## src/rtl/uarx_pkg.sv

```systemverilog
package uarx_pkg;
    // register byte offsets
    localparam logic [7:0] OFS_CTRL_STATUS_A = 8'h00;
    localparam logic [7:0] OFS_CTRL_B        = 8'h04;
    localparam logic [7:0] OFS_CTRL_C        = 8'h08;
    localparam logic [7:0] OFS_CTRL_STATUS_D = 8'h0c;
    localparam logic [7:0] OFS_SERIAL_DATA   = 8'h10;
    localparam logic [7:0] OFS_BAUD_DIVISOR  = 8'h14;
    // ctrl_status_a bit positions
    localparam int RXC_BIT = 7;
    localparam int TXC_BIT = 6;
    localparam int FE_BIT  = 4;
    localparam int DOR_BIT = 3;
    localparam int PE_BIT  = 2;
    localparam int DSS_BIT = 1;
    localparam int AFE_BIT = 0;
    // ctrl_b bit positions
    localparam int RXEN_BIT = 4;
    localparam int CSZ2_BIT = 2;
    localparam int RX9_BIT  = 1;
    // ctrl_c bit positions
    localparam int PAR_EN_BIT  = 5;
    localparam int PAR_ODD_BIT = 4;
    localparam int TWO_STOP_BIT = 3;
    localparam int CSZ_LO_BIT  = 1;
    // ctrl_status_d bit positions
    localparam int RTS_FLOW_ENABLE_BIT = 0;
    // sampling figures
    localparam logic [4:0] SPB_NORMAL = 5'd16;
    localparam logic [4:0] SPB_DOUBLE = 5'd8;
    localparam logic [4:0] SF_NORMAL  = 5'd8;
    localparam logic [4:0] SF_DOUBLE  = 5'd4;
    localparam logic [4:0] SM_NORMAL  = 5'd9;
    localparam logic [4:0] SM_DOUBLE  = 5'd5;
    localparam logic [2:0] CSZ_NINE   = 3'h7;
    localparam logic [11:0] BAUD_RESET = 12'h000;
    localparam int RX_DEPTH = 2;
endpackage

```

## src/rtl/uarx_sampler.sv

```systemverilog
`timescale 1ns/1ns
// oversampling counter and three-sample majority vote for one bit slot
module uarx_sampler
    import uarx_pkg::*;
(
    input  wire logic       clk,
    input  wire logic       rst_n,
    input  wire logic       tick,
    input  wire logic       restart,
    input  wire logic       dbl,
    input  wire logic       rxd,
    output logic            bit_done,
    output logic            bit_val,
    output logic            vote_done
);
    logic [4:0] cnt_q, cnt_d;
    logic [2:0] smp_q, smp_d;
    logic [4:0] spb, sf, sm;

    // sample numbers depend on speed mode
    assign spb = dbl ? SPB_DOUBLE : SPB_NORMAL;
    assign sf  = dbl ? SF_DOUBLE  : SF_NORMAL;
    assign sm  = dbl ? SM_DOUBLE  : SM_NORMAL;

    always_comb begin
        cnt_d = cnt_q;
        smp_d = smp_q;
        if (restart) begin
            cnt_d = 5'd2; // this tick already was sample one
        end else if (tick) begin
            if (cnt_q == sf) smp_d[0] = rxd;
            if (cnt_q == sm) smp_d[1] = rxd;
            if (cnt_q == sm + 5'd1) smp_d[2] = rxd;
            cnt_d = (cnt_q == spb) ? 5'd1 : cnt_q + 5'd1;
        end
    end

    always_ff @(posedge clk or negedge rst_n) begin
        if (!rst_n) begin
            cnt_q <= 5'd1;
            smp_q <= 3'h0;
        end else begin
            cnt_q <= cnt_d;
            smp_q <= smp_d;
        end
    end

    // majority of the three centre samples
    assign bit_val   = (smp_q[0] & smp_q[1]) | (smp_q[0] & smp_q[2])
                     | (smp_q[1] & smp_q[2]);
    assign bit_done  = tick & ~restart & (cnt_q == spb);
    assign vote_done = tick & ~restart & (cnt_q == sm + 5'd2);
endmodule

```

## src/rtl/uarx_top.sv

```systemverilog
// Decided for this implementation: the AHB-Lite interface to the registers and the address map.
`timescale 1ns/1ns
module uarx_top
    import uarx_pkg::*;
(
    input  wire logic        core_clk,
    input  wire logic        resetn,
    input  wire logic        hsel,
    input  wire logic [7:0]  haddr,
    input  wire logic [1:0]  htrans,
    input  wire logic        hwrite,
    input  wire logic [2:0]  hsize,
    input  wire logic [31:0] hwdata,
    input  wire logic        hready,
    output logic [31:0]      hrdata,
    output logic             hreadyout,
    output logic             hresp,
    input  wire logic        rxd,
    input  wire logic        tx_done_evt,
    output logic             rts_n_full
);
    typedef enum logic [1:0] {
        UARX_IDLE  = 2'b00,
        UARX_START = 2'b01,
        UARX_DATA  = 2'b10,
        UARX_STOP  = 2'b11
    } uarx_state_e;

    logic       rst_s1_q, rst_n_q;
    // reset release through two flops
    always_ff @(posedge core_clk or negedge resetn) begin
        if (!resetn) begin
            rst_s1_q <= 1'b0;
            rst_n_q  <= 1'b0;
        end else begin
            rst_s1_q <= 1'b1;
            rst_n_q  <= rst_s1_q;
        end
    end

    // control registers
    logic        afe_q, afe_d, dss_q, dss_d, txc_q, txc_d, rxen_q, rxen_d;
    logic        csz2_q, csz2_d, pen_q, pen_d, podd_q, podd_d;
    logic        tstop_q, tstop_d, rts_flow_enable_q, rts_flow_enable_d;
    logic [1:0]  cszl_q, cszl_d;
    logic [11:0] baud_q, baud_d;
    // bus phase capture
    logic        wr_q, wr_d, rd_q, rd_d;
    logic [7:0]  adr_q, adr_d;
    logic [31:0] rdat_q, rdat_d;
    // receive path
    uarx_state_e st_q, st_d;
    logic [3:0]  nbit_q, nbit_d;
    logic [9:0]  sh_q, sh_d;
    logic        par_q, par_d;
    logic [11:0] bcnt_q, bcnt_d;
    logic        tick_q, tick_d;
    logic [10:0] fifo_q [RX_DEPTH];
    logic [10:0] fifo_d [RX_DEPTH];
    logic [1:0]  cnt_q, cnt_d;
    logic        hold_q, hold_d;
    logic [10:0] hold_w_q, hold_w_d;
    logic        dor_q, dor_d, rts_q, rts_d, restart;
    logic        bit_done, bit_val, vote_done;

    logic [2:0]  csz;
    logic [3:0]  dbits;
    logic        rd_data, ftype;
    assign csz   = {csz2_q, cszl_q};
    // 0..3 select 5..8 bits, 7 selects nine
    assign dbits = (csz == CSZ_NINE) ? 4'd9 : {2'b00, csz[1:0]} + 4'd5;
    assign rd_data = rd_q && adr_q == OFS_SERIAL_DATA;

    // baud tick divider: one enable pulse per sample slot
    always_comb begin
        bcnt_d = bcnt_q;
        tick_d = 1'b0;
        if (bcnt_q == 12'h000) begin
            bcnt_d = baud_q;
            tick_d = 1'b1;
        end else begin
            bcnt_d = bcnt_q - 12'h001;
        end
    end

    uarx_sampler u_smp (
        .clk       (core_clk),
        .rst_n     (rst_n_q),
        .tick      (tick_q),
        .restart   (restart),
        .dbl       (dss_q),
        .rxd       (rxd),
        .bit_done  (bit_done),
        .bit_val   (bit_val),
        .vote_done (vote_done)
    );
    assign restart = (st_q == UARX_IDLE) && tick_q && !rxd && rxen_q;

    // receive state machine, holding register and two-entry fifo
    always_comb begin
        logic [10:0] w;
        logic        push, pop, cap;
        w      = 11'h000;
        cap    = 1'b0;
        ftype  = 1'b0;
        push   = 1'b0;
        pop    = rd_data && cnt_q != 2'd0;
        st_d   = st_q;
        nbit_d = nbit_q;
        sh_d   = sh_q;
        par_d  = par_q;
        hold_d = hold_q;
        hold_w_d = hold_w_q;
        dor_d  = dor_q;
        cnt_d  = cnt_q;
        fifo_d = fifo_q;
        case (st_q)
            UARX_IDLE: if (restart) begin
                st_d = UARX_START;
                // overrun: buffer full, one waiting and new start
                if (hold_q && cnt_q == 2'(RX_DEPTH)) dor_d = 1'b1;
            end
            UARX_START: if (bit_done) begin
                st_d   = bit_val ? UARX_IDLE : UARX_DATA;
                nbit_d = 4'd0;
                par_d  = 1'b0;
                sh_d   = 10'h000;
            end
            UARX_DATA: if (bit_done) begin
                if (nbit_q < dbits) sh_d[nbit_q] = bit_val;
                else par_d = bit_val;
                nbit_d = nbit_q + 4'd1;
                if (nbit_q + 4'd1 == dbits + {3'b000, pen_q}) st_d = UARX_STOP;
            end
            UARX_STOP: if (vote_done) begin
                st_d = UARX_IDLE;
                // frame type: ninth bit or first stop bit
                ftype = (dbits == 4'd9) ? sh_q[8] : bit_val;
                // type one is an address frame; filter sits on rx path only
                if (!afe_q || ftype) begin
                    w[8:0] = sh_q[8:0];
                    w[9]   = !bit_val;
                    w[10]  = pen_q && (^{sh_q, par_q, podd_q});
                    hold_d = 1'b1;
                    cap    = 1'b1;
                    hold_w_d = w;
                end
            end
            default: st_d = UARX_IDLE;
        endcase
        if (!rxen_q) st_d = UARX_IDLE;
        // drain the holding register into the fifo
        if (pop) begin
            fifo_d[0] = fifo_q[1];
            cnt_d = cnt_q - 2'd1;
        end
        if (hold_q && (cnt_d != 2'(RX_DEPTH))) begin
            fifo_d[cnt_d[0]] = hold_w_q;
            cnt_d  = cnt_d + 2'd1;
            hold_d = cap; // a frame caught this cycle keeps waiting
            push   = 1'b1;
            dor_d  = 1'b0;
        end
        if (!rxen_q) begin
            cnt_d  = 2'd0;
            hold_d = 1'b0;
            dor_d  = 1'b0;
        end
        // rts at the stop bit vote (sample 11 of 16, 7 of 8 in double speed) when full, low when room
        rts_d = rts_q;
        if (!rts_flow_enable_q) rts_d = 1'b0;
        else if (cnt_d != 2'(RX_DEPTH)) rts_d = 1'b0;
        else if (st_q == UARX_STOP && vote_done) rts_d = 1'b1;
        else if (push && cnt_d == 2'(RX_DEPTH)) rts_d = 1'b1;
    end

    // ahb-lite slave: zero wait, data phase capture
    always_comb begin
        afe_d = afe_q; dss_d = dss_q; rxen_d = rxen_q; csz2_d = csz2_q;
        pen_d = pen_q; podd_d = podd_q; tstop_d = tstop_q;
        cszl_d = cszl_q; rts_flow_enable_d = rts_flow_enable_q; baud_d = baud_q;
        txc_d  = txc_q;
        wr_d = hsel && hready && htrans[1] && hwrite;
        rd_d = hsel && hready && htrans[1] && !hwrite;
        adr_d = (hsel && hready) ? haddr : adr_q;
        rdat_d = 32'h0;
        if (wr_q) begin
            case (adr_q)
                OFS_CTRL_STATUS_A: begin
                    afe_d = hwdata[AFE_BIT];
                    dss_d = hwdata[DSS_BIT];
                    if (hwdata[TXC_BIT]) txc_d = 1'b0;
                end
                OFS_CTRL_B: begin
                    rxen_d = hwdata[RXEN_BIT];
                    csz2_d = hwdata[CSZ2_BIT];
                end
                OFS_CTRL_C: begin
                    pen_d   = hwdata[PAR_EN_BIT];
                    podd_d  = hwdata[PAR_ODD_BIT];
                    tstop_d = hwdata[TWO_STOP_BIT];
                    cszl_d  = hwdata[CSZ_LO_BIT +: 2];
                end
                OFS_CTRL_STATUS_D: rts_flow_enable_d = hwdata[RTS_FLOW_ENABLE_BIT];
                OFS_BAUD_DIVISOR:  baud_d  = hwdata[11:0];
                default: ;
            endcase
        end
        if (tx_done_evt) txc_d = 1'b1; // set wins over clear
        if (rd_d) begin
            case (haddr)
                OFS_CTRL_STATUS_A: begin
                    rdat_d[RXC_BIT] = cnt_q != 2'd0;
                    rdat_d[TXC_BIT] = txc_q;
                    rdat_d[FE_BIT]  = fifo_q[0][9] && cnt_q != 2'd0;
                    rdat_d[DOR_BIT] = dor_q;
                    rdat_d[PE_BIT]  = fifo_q[0][10] && cnt_q != 2'd0;
                    rdat_d[DSS_BIT] = dss_q;
                    rdat_d[AFE_BIT] = afe_q;
                end
                OFS_CTRL_B: begin
                    rdat_d[RXEN_BIT] = rxen_q;
                    rdat_d[CSZ2_BIT] = csz2_q;
                    rdat_d[RX9_BIT]  = fifo_q[0][8];
                end
                OFS_CTRL_C: rdat_d[5:1] = {pen_q, podd_q, tstop_q, cszl_q};
                OFS_CTRL_STATUS_D: rdat_d[RTS_FLOW_ENABLE_BIT] = rts_flow_enable_q;
                OFS_SERIAL_DATA:   rdat_d[7:0] = fifo_q[0][7:0];
                OFS_BAUD_DIVISOR:  rdat_d[11:0] = baud_q;
                default: ;
            endcase
        end
    end

    always_ff @(posedge core_clk or negedge rst_n_q) begin
        if (!rst_n_q) begin
            {afe_q, dss_q, txc_q, rxen_q, csz2_q} <= 5'h00;
            {pen_q, podd_q, tstop_q, rts_flow_enable_q} <= 4'h0;
            cszl_q <= 2'h0;
            baud_q <= BAUD_RESET;
            {wr_q, rd_q} <= 2'h0;
            adr_q  <= 8'h00;
            rdat_q <= 32'h0;
            st_q   <= UARX_IDLE;
            nbit_q <= 4'd0;
            sh_q   <= 10'h000;
            par_q  <= 1'b0;
            bcnt_q <= 12'h000;
            tick_q <= 1'b0;
            fifo_q <= '{default: 11'h000};
            cnt_q  <= 2'd0;
            hold_q <= 1'b0;
            hold_w_q <= 11'h000;
            dor_q  <= 1'b0;
            rts_q  <= 1'b0;
        end else begin
            {afe_q, dss_q, txc_q, rxen_q, csz2_q} <=
                {afe_d, dss_d, txc_d, rxen_d, csz2_d};
            {pen_q, podd_q, tstop_q, rts_flow_enable_q} <=
                {pen_d, podd_d, tstop_d, rts_flow_enable_d};
            cszl_q <= cszl_d;
            baud_q <= baud_d;
            {wr_q, rd_q} <= {wr_d, rd_d};
            adr_q  <= adr_d;
            rdat_q <= rdat_d;
            st_q   <= st_d;
            nbit_q <= nbit_d;
            sh_q   <= sh_d;
            par_q  <= par_d;
            bcnt_q <= bcnt_d;
            tick_q <= tick_d;
            fifo_q <= fifo_d;
            cnt_q  <= cnt_d;
            hold_q <= hold_d;
            hold_w_q <= hold_w_d;
            dor_q  <= dor_d;
            rts_q  <= rts_d;
        end
    end

    assign hrdata     = rdat_q;
    assign hreadyout  = rst_n_q;
    assign hresp      = 1'b0;
    assign rts_n_full = rts_q;

    rts_off_a: assert property (@(posedge core_clk) disable iff (!rst_n_q)
        !rts_flow_enable_q |=> !rts_q) else $error("rts set while disabled");
    rts_room_a: assert property (@(posedge core_clk) disable iff (!rst_n_q)
        rts_q |-> cnt_q == 2'(RX_DEPTH)) else $error("rts with room");
    cnt_max_a: assert property (@(posedge core_clk) disable iff (!rst_n_q)
        cnt_q <= 2'(RX_DEPTH)) else $error("fifo overfilled");
    filter_a: assert property (@(posedge core_clk) disable iff (!rst_n_q)
        (st_q == UARX_STOP && vote_done && afe_q && dbits == 4'd9
         && !sh_q[8]) |=> !hold_q || $stable(hold_w_q))
        else $error("data frame kept while filtering");
    flush_a: assert property (@(posedge core_clk) disable iff (!rst_n_q)
        !rxen_q |=> cnt_q == 2'd0) else $error("no flush");
    txc_set_a: assert property (@(posedge core_clk) disable iff (!rst_n_q)
        tx_done_evt |=> txc_q) else $error("tx flag lost");
    data_len_a: assert property (@(posedge core_clk) disable iff (!rst_n_q)
        st_q == UARX_DATA |-> nbit_q <= 4'd10) else $error("long frame");
    stop_a: assert property (@(posedge core_clk) disable iff (!rst_n_q)
        (st_q == UARX_STOP && vote_done) |=> st_q == UARX_IDLE)
        else $error("stop not ended");
endmodule
```

## config.mk

```make
export PLATFORM = sky130hd
export DESIGN_NAME = uarx_top
export DESIGN_NICKNAME = d
export VERILOG_FILES = /design/src/rtl/uarx_pkg.sv /design/src/rtl/uarx_sampler.sv /design/src/rtl/uarx_top.sv
export SDC_FILE = /design/constraint.sdc
export NUM_CORES = 1
export LEC_CHECK = 0
export BUFFER_PORTS_ARGS = -buffer_cell sky130_fd_sc_hd__buf_2
export CORE_UTILIZATION = 35
export DETAILED_ROUTE_END_ITERATION = 8
export PLACE_DENSITY_LB_ADDON = 0.3
export SETUP_SLACK_MARGIN = 0.1
export SLEW_MARGIN = 10
export SYNTH_ARGS = -nofsm -noshare
export SYNTH_HDL_FRONTEND = slang
export SYNTH_SLANG_ARGS = --single-unit
```

## constraint.sdc

```tcl
create_clock -name core_clk -period 6.7 [get_ports core_clk]
set_clock_uncertainty 0.15 [all_clocks]
set_input_delay 0.67 -clock core_clk [delete_from_list [all_inputs] [get_ports core_clk]]
set_output_delay 0.67 -clock core_clk [all_outputs]
set_load 0.03 [all_outputs]
```

# After elaboration in Yosys (flattened, before gate mapping)
# Cells that the tools add are included.
[totals]
ff_bits = 123
[op_classes]
addsub = 9
n_lt_le_gt_ge = 5
n_eq_ne = 41
n_mux = 70
n_bitwise = 10
reduce_logical = 50
[op_table]
columns = ["cell", "count"]
rows = [
  ["equality test 8 x 4 -> 1 bit, second input constant", 4],
  ["equality test 8 x 5 -> 1 bit, second input constant", 4],
  ["two-way mux 10 bit", 3],
  ["two-way mux 1 bit", 28],
  ["equality test 5 bit", 5],
  ["two-way mux 12 bit", 2],
  ["two-way mux 4 bit", 6],
  ["AND reduction 3 bit", 8],
  ["bitwise mux 22 bit", 1],
  ["two-way mux 11 bit", 2],
  ["two-way mux 22 bit", 1],
  ["two-way mux 2 bit", 10],
  ["two-way mux 5 bit", 4],
  ["case mux 10 bit (2 select lines)", 1],
  ["logical AND 1 bit", 18],
  ["inequality test 3 x 1 -> 1 bit, second input constant", 6],
  ["equality test 8 x 3 -> 1 bit, second input constant", 2],
  ["logical NOT 8 bit", 2],
  ["logical NOT 12 bit", 1],
  ["inequality test 2 bit, second input constant", 6],
  ["inequality test 3 bit, second input constant", 4],
  ["nonzero test 2 bit", 6],
  ["parity 12 bit", 1],
  ["subtractor 12 x 1 -> 12 bit, second input constant", 1],
  ["40 further kinds", 59],
]

# Longest topological paths before layout
[depth]
depth_word = 14
ltp_mapped = 12

# By module
# From an unflattened synthesis, not the netlist that was laid out.
[hier_totals]
cells_unflattened = 642
hier_area_um2 = 6676.4
[by_module_without_submodules]
columns = ["mod", "n_inst", "cells_per_inst", "area_each_um2", "seq_area_each_um2"]
rows = [
  ["uarx_top", 1, 593, 6134.6, 2877.8],
  ["uarx_sampler", 1, 49, 541.8, 201.4],
]

# Worst setup path before layout
# No wires, ideal clock.
[synth_path]
path_kind = "register -> output"
start = "register rst_n_q, in the netlist hreadyout"
end = "output port hreadyout"
arrival_time_ns = 3.082
t_required_ns = 5.880
setup_slack_ns = 2.798
path_stages_with_launch = 1
path_buffers = 0
cell_sequence = "dfrtp_1"
[synth_lines]
columns = ["item", "line", "text"]
rows = [
  ["start: declaration", "uarx_top.sv:29", "logic rst_s1_q, rst_n_q;"],
  ["start signal: assignment", "uarx_top.sv:37", "rst_n_q <= rst_s1_q;"],
  ["end: declaration", "uarx_top.sv:16", "output logic hreadyout,"],
]
# No word-level cell between the ends.

==> results.yml <==
timing:
  timing.final.crit_share_pct: 60.2
  clock.fmax_mhz: 248
  fin_crit_ps: 4030
  slew_headroom_pct: 37.5
  tightest_slew_ps: 937
  finalMaxSlewViolations: 0
  setup_viol: 0
  rsz0062_at_grt: "no"
  hold_violations: 0
  tns_ps: 0
detailed_routing:
  drt_first_pass_iters: 5
  drt-vias-per-instance: 5.07
  postRouteAntennaNets: 0
  postRouteWirelength_um: 13400
  route.detailed.drc: 0
  wl_per_cell_um: 15.7
  drt_iter0_drc: 159
  via_count: 4337
floorplanning:
  rows: 48
  io_pins: 87
  die_y_um: 137
  start_util_pct: 36.3
  dieArea_um2: 18700
  fp.dieW_um: 137
  core_um2: 17500
yosys:
  synth_top_area_cell: "dfrtp_1"
  synth_common_cells: "dfrtp_1, mux2_2, nand2_1"
  ys_seq_elements: 123
  synth_most_common_cell: "dfrtp_1"
  ys_types: 64
  yosys.area_share.simple_pct: 13.5
  synthAdderAreaFrac_pct: 4.01
  synth-compound-area-share_pct: 8.69
  synth_area_per_cell_um2: 11.0
  ys_seq_area_share_pct: 48.4
  postSynth.asyncResetShare_pct: 100
  synth_cells: 579
  yosysWarningCount: 0
  synth-xor-area-share_pct: 3.17
  yosysTopAreaCellShare_pct: 48.0
  ys.flop_type: "dfrtp_1"
  synth_edf_count: 0
  muxShareOfSynthArea_pct: 16.7
  synth.cell_area_um2: 6360
  synth.area.top_cells: "dfrtp_1, mux2_2, ha_1, nand2_1, mux2i_1"
  synth_top_family_by_area: "multiplexers"
run_status:
  status: "finished clean"
placed_design:
  placedCellCount: 822
  gp_congestion: 0.791
  numPortBuffers: 41
  hpwl_um: 9740
global_route:
  grt_use_total_pct: 15.9
  grt_pass1_wl_um: 22400
  antenna_found_initial: 0
  grt_max_degree: 72
  grt_pass1_vias: 4393
  grt_overflow: 0
critical_path:
  worstSetupPathType: "flop to flop"
  cp-start-kind: "flop"
  worst_setup_path_end_kind: "flop"
  cp_max_fo: 14
  arrival_ps: 4180
  cp.required_ps: 6850
cts:
  htreeDepth: 4
  cts_tree: "done"
  clock-root-buffer: "clkbuf_16"
  cts_resized: 0
  insertion_delay_ps: 420
  cts_sinks: 123
  post_cts_buffers: 0
  cts_buffer_depth: 2
  cts_inserted_buffers: 17
  cts.clk_slew.worst_paths_ps: 50
cells_and_area:
  multi_input_area_um2: 3010
  fillers: 1676
  nets: 688
  insertedDiodeCount: 0
  drive_gt1_share_pct: 25.2
  syn2layout_area_growth_pct: 14.7
  seq_area_um2: 3080
  stdcell_count: 855
power:
  p_leak_uw: 0.00329
  powerDensity_nw_per_um2: 267
  peakVddDrop_v: 0.000204
hold_path:
  hold_path.class: "flop to flop"
job:
  cap_violations: 0
-- cell type report --
cell class	instances	area share, %
repair buffers	44	3.15
flip-flops and latches	123	42.2
inverters	21	1.08
well taps	225	3.86
clock buffers	21	6.17
clock inverters	11	2.30
multi-input cells	410	41.2
-- state kept, by name (all words and copies together) (netlist names), 2 cells and up --
signal       cells
fifo_q          22
baud_q          12
bcnt_q          12
hrdata          12
hold_w_q        11
sh_q            10
adr_q            8
u_smp.cnt_q      5
nbit_q           4
u_smp.smp_q      3
cnt_q            2
cszl_q           2
st_q             2
-- path summary, 6_finish.rpt --
| kind | start | end | slack (ps) | cells after the start |
|---|---|---|---|---|
| min in group asynchronous | hreadyout | fifo_q[3] | 220 | 0 |
| max in group asynchronous | hreadyout | u_smp.cnt_q[1] | 4750 | 1 |
| setup reg to reg | adr_q[5] | fifo_q[18] | 2670 | 8 |
| hold / removal | rst_s1_q | hreadyout | 200 | 0 |
| setup / recovery | adr_q[5] | fifo_q[18] | 2670 | 8 |
| hold reg to reg | rst_s1_q | hreadyout | 200 | 0 |
-- metal layers --
metal / routed length, um / track usage [%] / part of all wire [%]
met5: 0 / 0 / 0
met1: 6280 / 20.5 / 47
met4: 208 / 6.84 / 1.5
met3: 613 / 3.67 / 4.6
met2: 6330 / 25.7 / 47
-- through the flow --
step	worst slack (ps)	cell area, um^2	util (%)	power [uW]	hold WS (ps)
floorplan	2620	6440	-	966	181
global placement	2700	6670	38.0	993	190
detailed placement	2620	6670	38.0	1000	193
CTS	2570	7300	41.6	1970	205
global route	2290	7300	41.6	2030	218
finish	2670	7300	41.6	1950	202
-- logic make-up (layout without fill, tap and decap cells) --
| logic type | Yosys count | after routing |
|---|---|---|
| xor gates and xnor gates | 23 | 23 |
| adders and majority gates | 20 | 20 |
| muxes | 94 | 94 |
| buffers and inverters | 66 | 97 |
| DFF | 123 | 123 |
| AOI/OAI and AO/OA | 82 | 82 |
| and+or+nand+nor | 169 | 169 |
| other | 2 | 22 |
-- layout by cell type (no fill, tap or decap), types with 5 or more instances in the layout --
master     Yosys  routed
mux2_2        71      71
a31oi_1        5       5
conb_1         2      22
mux2_4         6       6
nand3_1       13      13
o21ai_0       16      16
nand2_1       47      47
nor3_1        10      10
inv_1         21      21
mux2i_1       17      17
nor2b_1        6       6
xor2_1         5       5
xnor2_1       18      18
ha_1          18      18
nand3b_1       5       5
clkbuf_16      0      17
nor2_1        42      42
buf_2          6      41
dfrtp_1      122     121
a21oi_1       23      23
and2_1         6       6
nor4_1        12      12
-- critical path, stage by stage, from the launching register on --
cell and delay, ps:
dfrtp_1 400, nor4b_2 370, nand4_1 680, xnor2_1 650, inv_1 100, ha_1 240, nand2b_1 190, nor2_1 720
mux2_2 420
-- power by group --
part / internal, uW / total (uW) / leakage (uW) / switching [uW]
combinational: 65.8 / 151 / 0.00140 / 85.5
clock: 631 / 962 / 0.000297 / 331
sequential: 788 / 838 / 0.00159 / 49.7
total: 1480 / 1950 / 0.00329 / 466
-- timing repair --
item                       4_1_cts  5_1_grt
hold endpoints to repair         2        0
hold buffers                     1        0
setup endpoints to repair        0        0
Power figures use the tool's default switching activity.
